<file path="config.mk">
export PLATFORM = sky130hd
export DESIGN_NAME = cba_bus
export DESIGN_NICKNAME = d
export VERILOG_FILES = /design/src/rtl/cba_pkg.sv /design/src/rtl/cba_decode.sv /design/src/rtl/cba_bus.sv
export VERILOG_INCLUDE_DIRS = /design/src /design/src/rtl
export SDC_FILE = /design/constraint.sdc
export NUM_CORES = 1
export LEC_CHECK = 0
export ABC_AREA = 1
export BUFFER_PORTS_ARGS = -buffer_cell sky130_fd_sc_hd__buf_2
export CORE_MARGIN = 1
export CORE_UTILIZATION = 47
export DETAILED_ROUTE_END_ITERATION = 8
export PLACE_DENSITY = 0.83
export SYNTH_ARGS = -nofsm -noshare
export SYNTH_HDL_FRONTEND = slang
export SYNTH_SLANG_ARGS = --single-unit
</file>
<file path="constraint.sdc">
create_clock -name core_clk -period 2.6 [get_ports core_clk]
set_input_delay 0.78 -clock core_clk [delete_from_list [all_inputs] [get_ports core_clk]]
set_output_delay 0.78 -clock core_clk [all_outputs]
set_load 0.03 [all_outputs]
</file>
<file path="src/rtl/cba_defs.svh">
// Constants for the CPU bus access timing block
`ifndef CBA_DEFS_SVH
`define CBA_DEFS_SVH
`define CBA_SLOW_CYCLES 2'h2
`define CBA_FAST_CYCLES 2'h1
`define CBA_SFR_BASE 16'h0000
`define CBA_SFR_LAST 16'h02FF
`define CBA_RAM_BASE 16'h0400
`define CBA_RAM_LAST 16'h0FFF
`define CBA_DFL_BASE 16'h2400
`define CBA_DFL_LAST 16'h2BFF
`define CBA_ROM_BASE 16'h4000
`define CBA_ROM_LAST 16'hFFFF
`define CBA_TMR_CNT_ADDR 16'h0126
`define CBA_TMR_GRA_ADDR 16'h0128
`define CBA_TMR_GRB_ADDR 16'h012A
`define CBA_TMR_GRC_ADDR 16'h012C
`define CBA_TMR_GRD_ADDR 16'h012E
`endif

</file>
<file path="src/rtl/cba_pkg.sv">
// Types for the CPU bus access timing block
package cba_pkg;
  typedef enum logic [2:0] {
    CBA_NONE = 3'h0,
    CBA_SFR = 3'h1,
    CBA_RAM = 3'h2,
    CBA_ROM = 3'h3,
    CBA_DFL = 3'h4
  } cba_region_t;
  typedef enum logic [1:0] {
    CBA_IDLE = 2'h0,
    CBA_LOW = 2'h1,
    CBA_HIGH = 2'h3
  } cba_state_t;
endpackage

</file>
<file path="src/rtl/cba_decode.sv">
// Address region decoder with cycle length and wide-path flag
`include "cba_defs.svh"
module cba_decode
  import cba_pkg::*;
#(
  parameter bit HAS_DATA_FLASH = 1'b1
) (
  // Address
  input wire logic [15:0] addr,
  // Decode result
  output cba_region_t region,
  output logic [1:0] cycles,
  output logic wide_path
);
  // Region decode, only on-chip areas exist
  always_comb begin
    region = CBA_NONE;
    if (addr <= `CBA_SFR_LAST) region = CBA_SFR;
    else if (addr >= `CBA_RAM_BASE && addr <= `CBA_RAM_LAST) region = CBA_RAM;
    else if (HAS_DATA_FLASH && addr >= `CBA_DFL_BASE && addr <= `CBA_DFL_LAST) region = CBA_DFL;
    else if (addr >= `CBA_ROM_BASE) region = CBA_ROM;
  end
  // Slow for SFR and data flash, fast otherwise
  always_comb begin
    if (region == CBA_SFR || region == CBA_DFL) cycles = `CBA_SLOW_CYCLES;
    else cycles = `CBA_FAST_CYCLES;
  end
  // Timer registers on the 16-bit path
  assign wide_path = (addr == `CBA_TMR_CNT_ADDR) || (addr == `CBA_TMR_GRA_ADDR) ||
    (addr == `CBA_TMR_GRB_ADDR) || (addr == `CBA_TMR_GRC_ADDR) || (addr == `CBA_TMR_GRD_ADDR);
endmodule // cba_decode

</file>
<file path="src/rtl/cba_bus.sv">
// CPU bus access sequencer: region timing and word splitting
// Functional notes
// - SFR and data flash accesses take two cycles
// - RAM and program ROM take one cycle
// - Decode region, cycle length differs per region
// - Memory and SFR data path 8 bits
// - Word access becomes two byte accesses
// - Timer counter and general registers 16-bit
// - Timer word in one even-byte SFR access
// - Only SFR, RAM, data flash, ROM reachable
`include "cba_defs.svh"
module cba_bus
  import cba_pkg::*;
#(
  parameter bit HAS_DATA_FLASH = 1'b1
) (
  // Clock and reset
  input wire logic core_clk,
  input wire logic rst,
  input wire logic clk_en,
  // Core request
  input wire logic req_valid,
  output logic req_ready,
  input wire logic req_write,
  input wire logic req_word,
  input wire logic [15:0] req_addr,
  input wire logic [15:0] req_wdata,
  output logic rsp_valid,
  output logic [15:0] rsp_rdata,
  // Byte path
  output logic mem_en,
  output logic mem_write,
  output logic [15:0] mem_addr,
  output logic [7:0] mem_wdata,
  input wire logic [7:0] mem_rdata,
  // Timer word path
  output logic tmr_en,
  output logic tmr_write,
  output logic [15:0] tmr_addr,
  output logic [15:0] tmr_wdata,
  input wire logic [15:0] tmr_rdata
);
  cba_state_t state_reg;
  logic [1:0] cnt_reg;
  logic [1:0] len_reg;
  logic wide_reg, word_reg, write_reg, done_reg;
  logic [15:0] addr_reg, wdata_reg, rdata_reg;
  cba_region_t dec_region;
  logic [1:0] dec_cycles;
  logic dec_wide;
  logic [15:0] byte_addr;
  logic last_cyc;

  // Region decode of the current request
  cba_decode #(.HAS_DATA_FLASH(HAS_DATA_FLASH)) u_dec (
    .addr(state_reg == CBA_IDLE ? req_addr : byte_addr),
    .region(dec_region),
    .cycles(dec_cycles),
    .wide_path(dec_wide)
  );

  assign req_ready = (state_reg == CBA_IDLE);
  assign last_cyc = (cnt_reg == len_reg);
  // High byte at the odd address
  assign byte_addr = (state_reg == CBA_HIGH) ? (addr_reg | 16'h0001) : addr_reg;

  // Sequencer: capture, even byte, then odd byte
  always_ff @(posedge core_clk) begin
    if (rst) begin
      state_reg <= CBA_IDLE;
      cnt_reg <= 2'h1;
      len_reg <= 2'h1;
      wide_reg <= 1'b0;
      word_reg <= 1'b0;
      write_reg <= 1'b0;
      addr_reg <= 16'h0000;
      wdata_reg <= 16'h0000;
    end else if (clk_en) begin
      unique case (state_reg)
        CBA_IDLE: begin
          if (req_valid) begin
            state_reg <= CBA_LOW;
            cnt_reg <= 2'h1;
            len_reg <= dec_cycles;
            wide_reg <= req_word && dec_wide;
            word_reg <= req_word;
            write_reg <= req_write;
            addr_reg <= req_addr;
            wdata_reg <= req_wdata;
          end
        end
        CBA_LOW: begin
          if (!last_cyc) cnt_reg <= cnt_reg + 2'h1;
          else if (word_reg && !wide_reg) begin
            state_reg <= CBA_HIGH;
            cnt_reg <= 2'h1;
            len_reg <= dec_cycles;
          end else state_reg <= CBA_IDLE;
        end
        CBA_HIGH: begin
          if (!last_cyc) cnt_reg <= cnt_reg + 2'h1;
          else state_reg <= CBA_IDLE;
        end
      endcase
    end
  end

  // Read data gathering and completion pulse
  always_ff @(posedge core_clk) begin
    if (rst) begin
      rdata_reg <= 16'h0000;
      done_reg <= 1'b0;
    end else if (clk_en) begin
      done_reg <= 1'b0;
      if (state_reg != CBA_IDLE && last_cyc) begin
        if (wide_reg) rdata_reg <= tmr_rdata;
        else if (dec_region == CBA_NONE) rdata_reg <= 16'h0000;
        else if (state_reg == CBA_HIGH) rdata_reg[15:8] <= mem_rdata;
        else rdata_reg <= {8'h00, mem_rdata};
        done_reg <= !(state_reg == CBA_LOW && word_reg && !wide_reg);
      end
    end
  end

  // Byte and timer strobes, active in the final cycle of each access
  always_comb begin
    mem_en = (state_reg != CBA_IDLE) && !wide_reg && last_cyc && (dec_region != CBA_NONE);
    mem_write = write_reg;
    mem_addr = byte_addr;
    mem_wdata = (state_reg == CBA_HIGH) ? wdata_reg[15:8] : wdata_reg[7:0];
    tmr_en = (state_reg == CBA_LOW) && wide_reg && last_cyc;
    tmr_write = write_reg;
    tmr_addr = addr_reg;
    tmr_wdata = wdata_reg;
  end

  assign rsp_valid = done_reg;
  assign rsp_rdata = rdata_reg;

  // Assertions

  // Slow byte: one wait cycle, then the strobe
  a_sfr_two_cycles: assert property (@(posedge core_clk) disable iff (rst)
    (req_valid && req_ready && clk_en && !req_word && dec_region != CBA_NONE &&
      dec_cycles == `CBA_SLOW_CYCLES) ##1 clk_en |-> !mem_en ##1 mem_en)
    else $error("slow access length wrong");

  // Fast byte: strobe right after the take
  a_fast_one_cycle: assert property (@(posedge core_clk) disable iff (rst)
    (req_valid && req_ready && clk_en && !req_word && dec_region != CBA_NONE &&
      dec_cycles == `CBA_FAST_CYCLES) |=> mem_en)
    else $error("fast access not one cycle");

  // Odd byte comes in the second half
  a_split_order: assert property (@(posedge core_clk) disable iff (rst)
    (mem_en && state_reg == CBA_HIGH) |-> mem_addr[0])
    else $error("odd byte not second");

  // Timer word goes out in one access
  a_timer_single: assert property (@(posedge core_clk) disable iff (rst)
    (tmr_en && clk_en) |=> (state_reg == CBA_IDLE))
    else $error("timer word split");

  // Completion is a single pulse
  a_rsp_pulse: assert property (@(posedge core_clk) disable iff (rst)
    rsp_valid && clk_en |=> !rsp_valid)
    else $error("response held too long");

  // Never both paths in one cycle
  a_no_overlap: assert property (@(posedge core_clk) disable iff (rst)
    !(mem_en && tmr_en))
    else $error("both paths active");

  // No strobe while waiting for a request
  a_ready_idle: assert property (@(posedge core_clk) disable iff (rst)
    req_ready |-> !mem_en && !tmr_en)
    else $error("strobe while idle");

  // Wait counter stays inside the access length
  a_len_bound: assert property (@(posedge core_clk) disable iff (rst)
    cnt_reg <= len_reg)
    else $error("cycle counter overran");

  // Length latched matches the region being accessed
  a_region_len: assert property (@(posedge core_clk) disable iff (rst)
    (state_reg != CBA_IDLE) |-> (len_reg == dec_cycles))
    else $error("length differs from region");

  // Split word moves on to the odd byte
  a_word_second: assert property (@(posedge core_clk) disable iff (rst)
    (state_reg == CBA_LOW && last_cyc && word_reg && !wide_reg && clk_en) |=> (state_reg == CBA_HIGH))
    else $error("word not split");

  // Odd byte address pairs with the even one
  a_word_pair: assert property (@(posedge core_clk) disable iff (rst)
    (mem_en && state_reg == CBA_HIGH) |-> (mem_addr == (addr_reg | 16'h0001)))
    else $error("odd byte address wrong");

  // Even byte carries the low data byte
  a_low_byte_data: assert property (@(posedge core_clk) disable iff (rst)
    (mem_en && state_reg == CBA_LOW) |-> (mem_wdata == wdata_reg[7:0]))
    else $error("low byte data wrong");

  // Timer path only at even addresses
  a_timer_even: assert property (@(posedge core_clk) disable iff (rst)
    tmr_en |-> !tmr_addr[0])
    else $error("timer access at odd address");

  // Unmapped addresses never strobe memory
  a_unmapped_quiet: assert property (@(posedge core_clk) disable iff (rst)
    (state_reg != CBA_IDLE && dec_region == CBA_NONE) |-> !mem_en)
    else $error("strobe to unmapped address");

  // Wide path only for word requests
  a_wide_needs_word: assert property (@(posedge core_clk) disable iff (rst)
    wide_reg |-> word_reg)
    else $error("wide path on byte access");

  // Completion leaves the sequencer ready
  a_idle_on_rsp: assert property (@(posedge core_clk) disable iff (rst)
    rsp_valid |-> req_ready)
    else $error("busy at completion");

  // Low clock enable freezes the sequencer
  a_freeze_state: assert property (@(posedge core_clk) disable iff (rst)
    !clk_en |=> ($stable(state_reg) && $stable(cnt_reg)))
    else $error("state moved while frozen");

  // Main scenarios
  c_word_split: cover property (@(posedge core_clk) state_reg == CBA_HIGH && mem_en);
  c_timer_word: cover property (@(posedge core_clk) tmr_en);
  c_slow_byte: cover property (@(posedge core_clk) mem_en && len_reg == `CBA_SLOW_CYCLES);
  c_slow_word: cover property (@(posedge core_clk) state_reg == CBA_HIGH && mem_en && len_reg == `CBA_SLOW_CYCLES);
  c_unmapped: cover property (@(posedge core_clk) state_reg != CBA_IDLE && dec_region == CBA_NONE);
endmodule // cba_bus

</file>
**After elaboration in Yosys (flattened, before gate mapping)**

Index checks and enable logic that the tools add are counted.

- Register bits after elaboration: 58
- Bits of input ports: 62
- Output and inout bits: 78
- Word-level logic and storage cells: 91

- $add $sub $neg: 1
- Magnitude comparators: 6
- Equality and inequality tests: 17
- Muxes and demuxes: 26
- Reduce and logical (&&, ||, !) cells: 30

Operator list:

| kind | count |
|---|---|
| $eq A16 B9 Y1 const B | 5 |
| $mux W16 | 3 |
| $mux W2 | 12 |
| $mux W8 | 3 |
| $ge A16 B11 Y1 const B | 1 |
| $ge A16 B14 Y1 const B | 1 |
| $ge A16 B15 Y1 const B | 1 |
| $le A16 B10 Y1 const B | 1 |
| $le A16 B12 Y1 const B | 1 |
| $le A16 B14 Y1 const B | 1 |
| $logic_and A1 B1 Y1 | 12 |
| $pmux W2 S3 | 2 |
| $ne A2 B2 Y1 const B | 5 |
| $mux W3 | 3 |
| $reduce_and A4 Y1 | 2 |
| $reduce_and A3 Y1 | 2 |
| $logic_or A1 B1 Y1 | 5 |
| $reduce_and A5 Y1 | 1 |
| $pmux W2 S2 | 1 |
| $reduce_bool A2 Y1 | 2 |
| $eq A3 B1 Y1 const B | 1 |
| $eq A3 B3 Y1 const B | 1 |
| $logic_not A3 Y1 | 1 |
| $ne A3 B2 Y1 const B | 1 |
| 10 further kinds | 12 |

**Longest topological paths before layout**

- Depth after elaboration: 14
- Gate-level depth with buffers: 14

**By module**

From an unflattened synthesis, not the netlist that was laid out.

- Cell total of the unflattened synthesis: 464
- Area, all modules: 2,999.1 µm²

Modules (own cells, without submodules):

| module | instances | cells each | area an instance (µm²) | seq. area each (µm²) |
|---|---|---|---|---|
| cba_bus | 1 | 433 | 2,856.5 | 1,161.1 |
| cba_decode | 1 | 31 | 142.6 | 0.0 |

**Worst setup path before layout**

No wires, ideal clock.

- Path type: in2out
- Start: in req_addr[15]
- End: out mem_en
- Arrival: 2.300 ns
- Data required time: 1.820 ns
- Setup slack: -0.480 ns
- Stages: 9
- Cells stage by stage: nor2_1 > nand2_1 > nand2_4 > nand2_2 > nor2_2 > nand2_2 > nand3_4 > buf_6 > nor3b_1

- Longest elaborated chain between the ends: 8
- Elaborated cells between the ends (all ways): 15
- Those cells by class: order compare (6); mux (5); reduce/logical (4)

Ends and longest elaborated chain:

| item | RTL line | text |
|---|---|---|
| from (decl) | cba_bus.sv:26 | `input wire logic [15:0] req_addr,` |
| $mux W16 (*) | cba_bus.sv:56 | `.addr(state_reg == CBA_IDLE ? req_addr : byte_addr),` |
| $ge A16 B15 Y1 (no line), or another cell as far along | - |  |
| $mux W2 / $logic_and A1 B1 Y1 (equally long branches) | - |  |
| $mux W3 | cba_decode.sv:20 | `` else if (HAS_DATA_FLASH && addr >= `CBA_DFL_BASE && addr <= `CBA_DFL_LAST) region = CBA_DFL; `` |
| $mux W3 | cba_decode.sv:19 | `` else if (addr >= `CBA_RAM_BASE && addr <= `CBA_RAM_LAST) region = CBA_RAM; `` |
| $mux W3 (*) | cba_decode.sv:18 | `` if (addr <= `CBA_SFR_LAST) region = CBA_SFR; `` |
| $reduce_bool A3 Y1 (*) | cba_bus.sv:127 | `mem_en = (state_reg != CBA_IDLE) && !wide_reg && last_cyc && (dec_region != CBA_NONE);` |
| $logic_and A1 B1 Y1 (*) | cba_bus.sv:127 |  |
| to (decl) | cba_bus.sv:31 | `output logic mem_en,` |

Every way passes the cells marked *; elsewhere a longest branch is shown, timed or not.

**Worst setup path after layout**

- Start: in req_addr[14]
- End: out mem_en

The elaborated chain is that of the path after synthesis.

==> flow_metrics.env <==
export IMPL_status="finished, violations left"
export IMPL_violations="setup timing"
export IMPL_synth_async_reset_ratio=0
export IMPL_cts_hold_buf=0
export IMPL_hold_violations=0
export IMPL_finalCritPeriodShare=1.006
export IMPL_synth_area_mm2=0.002970
export IMPL_yosysUniqueCellTypes=30
export IMPL_synth_area_leader_cell="dfxtp_1"
export IMPL_wl_per_cell_um=12.93
export IMPL_die_x_um=81.50
export IMPL_setup_ws_ns=-0.01664
export IMPL_worst_pin_slew_ns=0.9677
export IMPL_cts_root_buf="clkbuf_8"
export IMPL_synthCells=425
export IMPL_io_pins=140
export IMPL_clkTransAtPathRegs_ns=0.06
export IMPL_first_iter_violations=190
export IMPL_hold_start="rsp_valid$_SDFFE_PP0P_"
export IMPL_cp_arrival_ns=1.84
export IMPL_rows=28
export IMPL_gp_congestion=0.8445
export IMPL_initial_core_util=0.4958
export IMPL_p_leak_nw=2.038
export IMPL_clock_sinks=58
export IMPL_ys_top_cells_by_area="dfxtp_1 (39%), nand2_1 (10%), nor2_1 (9.5%)"
export IMPL_firstDrtPassIters=5
export IMPL_synth_area_per_cell_um2=6.989
export IMPL_antenna_left=0
export IMPL_wirelength_um=8173
export IMPL_grt_pass1_vias=2925
export IMPL_cts_buffer_depth=2
export IMPL_hp_class="flop to flop"
export IMPL_cts_tree="done"
export IMPL_layout_drive_gt1_share=0.3645
export IMPL_grt_usage=0.2502
export IMPL_final_setup_viol_count=1
export IMPL_grt_pass1_wl_um=12720
export IMPL_r2r_start="state_reg[0]$_SDFFE_PP0P_"
export IMPL_nets=615
export IMPL_grt_max_degree=33
export IMPL_area_delta_synth_final_pct=32.39
export IMPL_startpoint="req_addr[14]"
export IMPL_synth_seq_cells=58
export IMPL_cts_buffers=9
export IMPL_grt_setup_unrepaired="yes"
export IMPL_port_buffers=139
export IMPL_power_density_mw_per_mm2=652.0
export IMPL_hpwl_um=5815
export IMPL_core_area_mm2=0.005991
export IMPL_pre_cts_ws_ns=-0.1296
export IMPL_worstSetupStartpointType="primary input"
export IMPL_synth_common_cells="nand2_1 (83), nor2_1 (75), dfxtp_1 (58)"
export IMPL_die_area_mm2=0.006641
export IMPL_h_tree_depth=3
export IMPL_grt_antenna_before_repair=0
export IMPL_end_kind="primary output"
export IMPL_vdd_ir_drop_max_mv=0.3939
export IMPL_via_per_inst=5.104
export IMPL_diodes=0
export IMPL_fin_crit_ns=2.617
export IMPL_vias=3226
export IMPL_fmax_mhz=382.2
export IMPL_crit_type="primary input to primary output"
export IMPL_post_route_util=0.6564
export IMPL_yosysWarnings=0
export IMPL_cp_required_ns=1.82
export IMPL_yosys_area_top_type_share=0.3909
export IMPL_post_route_drc_count=0
export IMPL_syn_nets=487
export IMPL_synth_edff_count=0
export IMPL_synth_seq_area_share=0.3909
export IMPL_slew_violations=0
export IMPL_skew_ns=0.01466
export IMPL_crit_path_max_fanout=3
export IMPL_max_cap_viol_count=0
export IMPL_synth_flop_cell="dfxtp_1"
export IMPL_insertion_delay_ns=0.34
export IMPL_slew_headroom=0.3542
export IMPL_fillers=508
export IMPL_grt_overflow=0
export IMPL_die_y_um=81.50
export IMPL_synth_most_common_cell="nand2_1"
[cell type report]
class | count | area (um2) | area share
flip-flops and latches | 58 | 1169 | 0.2972
clock inverters | 3 | 40.04 | 0.01018
inverters | 34 | 132.6 | 0.03373
well taps | 75 | 93.84 | 0.02386
multi-input cells | 295 | 1510 | 0.3840
repair buffers | 155 | 842.1 | 0.2141
clock buffers | 12 | 145.1 | 0.03691
[per-stage QoR]
step                      TNS (ns)  power (mW)  hold WS (ns)  std cells  area [um2]
after global placement    -0.07505       1.722        0.4491        611        3635
final                     -0.01664       2.564        0.4647        632        3933
after CTS                 -0.02855       2.555        0.4659        629        3884
after detailed placement   -0.1296       1.734        0.4554        611        3635
after floorplan           -0.07909       1.554        0.4516        425        2997
after global routing      -0.08696       2.688        0.5047        632        3933
[cells in the final DEF, fill, tap and decap left out, drive strengths merged]
| master | instances |
|---|---|
| buf | 155 |
| nand2 | 90 |
| nor2 | 81 |
| dfxtp | 58 |
| o21ai | 49 |
| inv | 34 |
| nand3 | 22 |
| a21oi | 20 |
| clkbuf | 12 |
| a31oi | 9 |
| mux2 | 7 |
| nand4 | 3 |
| xnor2 | 2 |
| nor4 | 2 |
| o211ai | 2 |
| a211oi | 2 |
| clkinv | 2 |
| nor3b | 2 |
| nor3 | 2 |
| xor2 | 1 |
| and3 | 1 |
| bufinv | 1 |
[logic make-up (layout without fill, tap and decap cells)]
group           after synthesis  after routing  share of synthesized area
flops                        58             58                     0.3909
xor+xnor                      3              3                   0.008847
buf+inv                      73            204                     0.1234
simple gates                202            203                     0.3024
mux                           7              7                    0.02654
compound gates               82             82                     0.1479
[path summary, 6_finish.rpt]
check,to,slack (ns),cells after the start
setup / recovery,mem_en,-0.02,10
hold reg to reg,rsp_valid$_SDFFE_PP0P_,0.46,2
setup reg to reg,rsp_rdata[1]$_SDFFE_PP0P_,0.43,9
hold / removal,rsp_valid$_SDFFE_PP0P_,0.46,2
[routing by layer]
layer	part of all wire	track usage
met3	0.069	0.05333
met2	0.48	0.4050
met5	0	0
met4	0.026	0.1500
met1	0.43	0.3032
[critical path: stages]
cell and delay [ns]:
buf_8 0.10, nor2_4 0.10, nand2_2 0.07, nand2_4 0.09
nand2_4 0.07, nor2_4 0.10, nand2_2 0.07, nand3_4 0.10
nor3b_4 0.19, buf_6 0.16
[power by group]
group	internal [mW]	leakage, nW	switching (mW)
sequential	0.959	0.476	0.0530
combinational	0.250	1.47	0.499
clock	0.461	0.0962	0.342
total	1.67	2.04	0.895
[timing repair]
action / in CTS / in global routing
cloned: 1 / 0
hold endpoints to repair: 0 / 0
endpoints found under the setup margin: 1 / 2
resized for setup: 11 / 9
buffers inserted: 2 / 3
pin swaps: 8 / 2
Note: power is estimated with default switching activity, not from simulation.
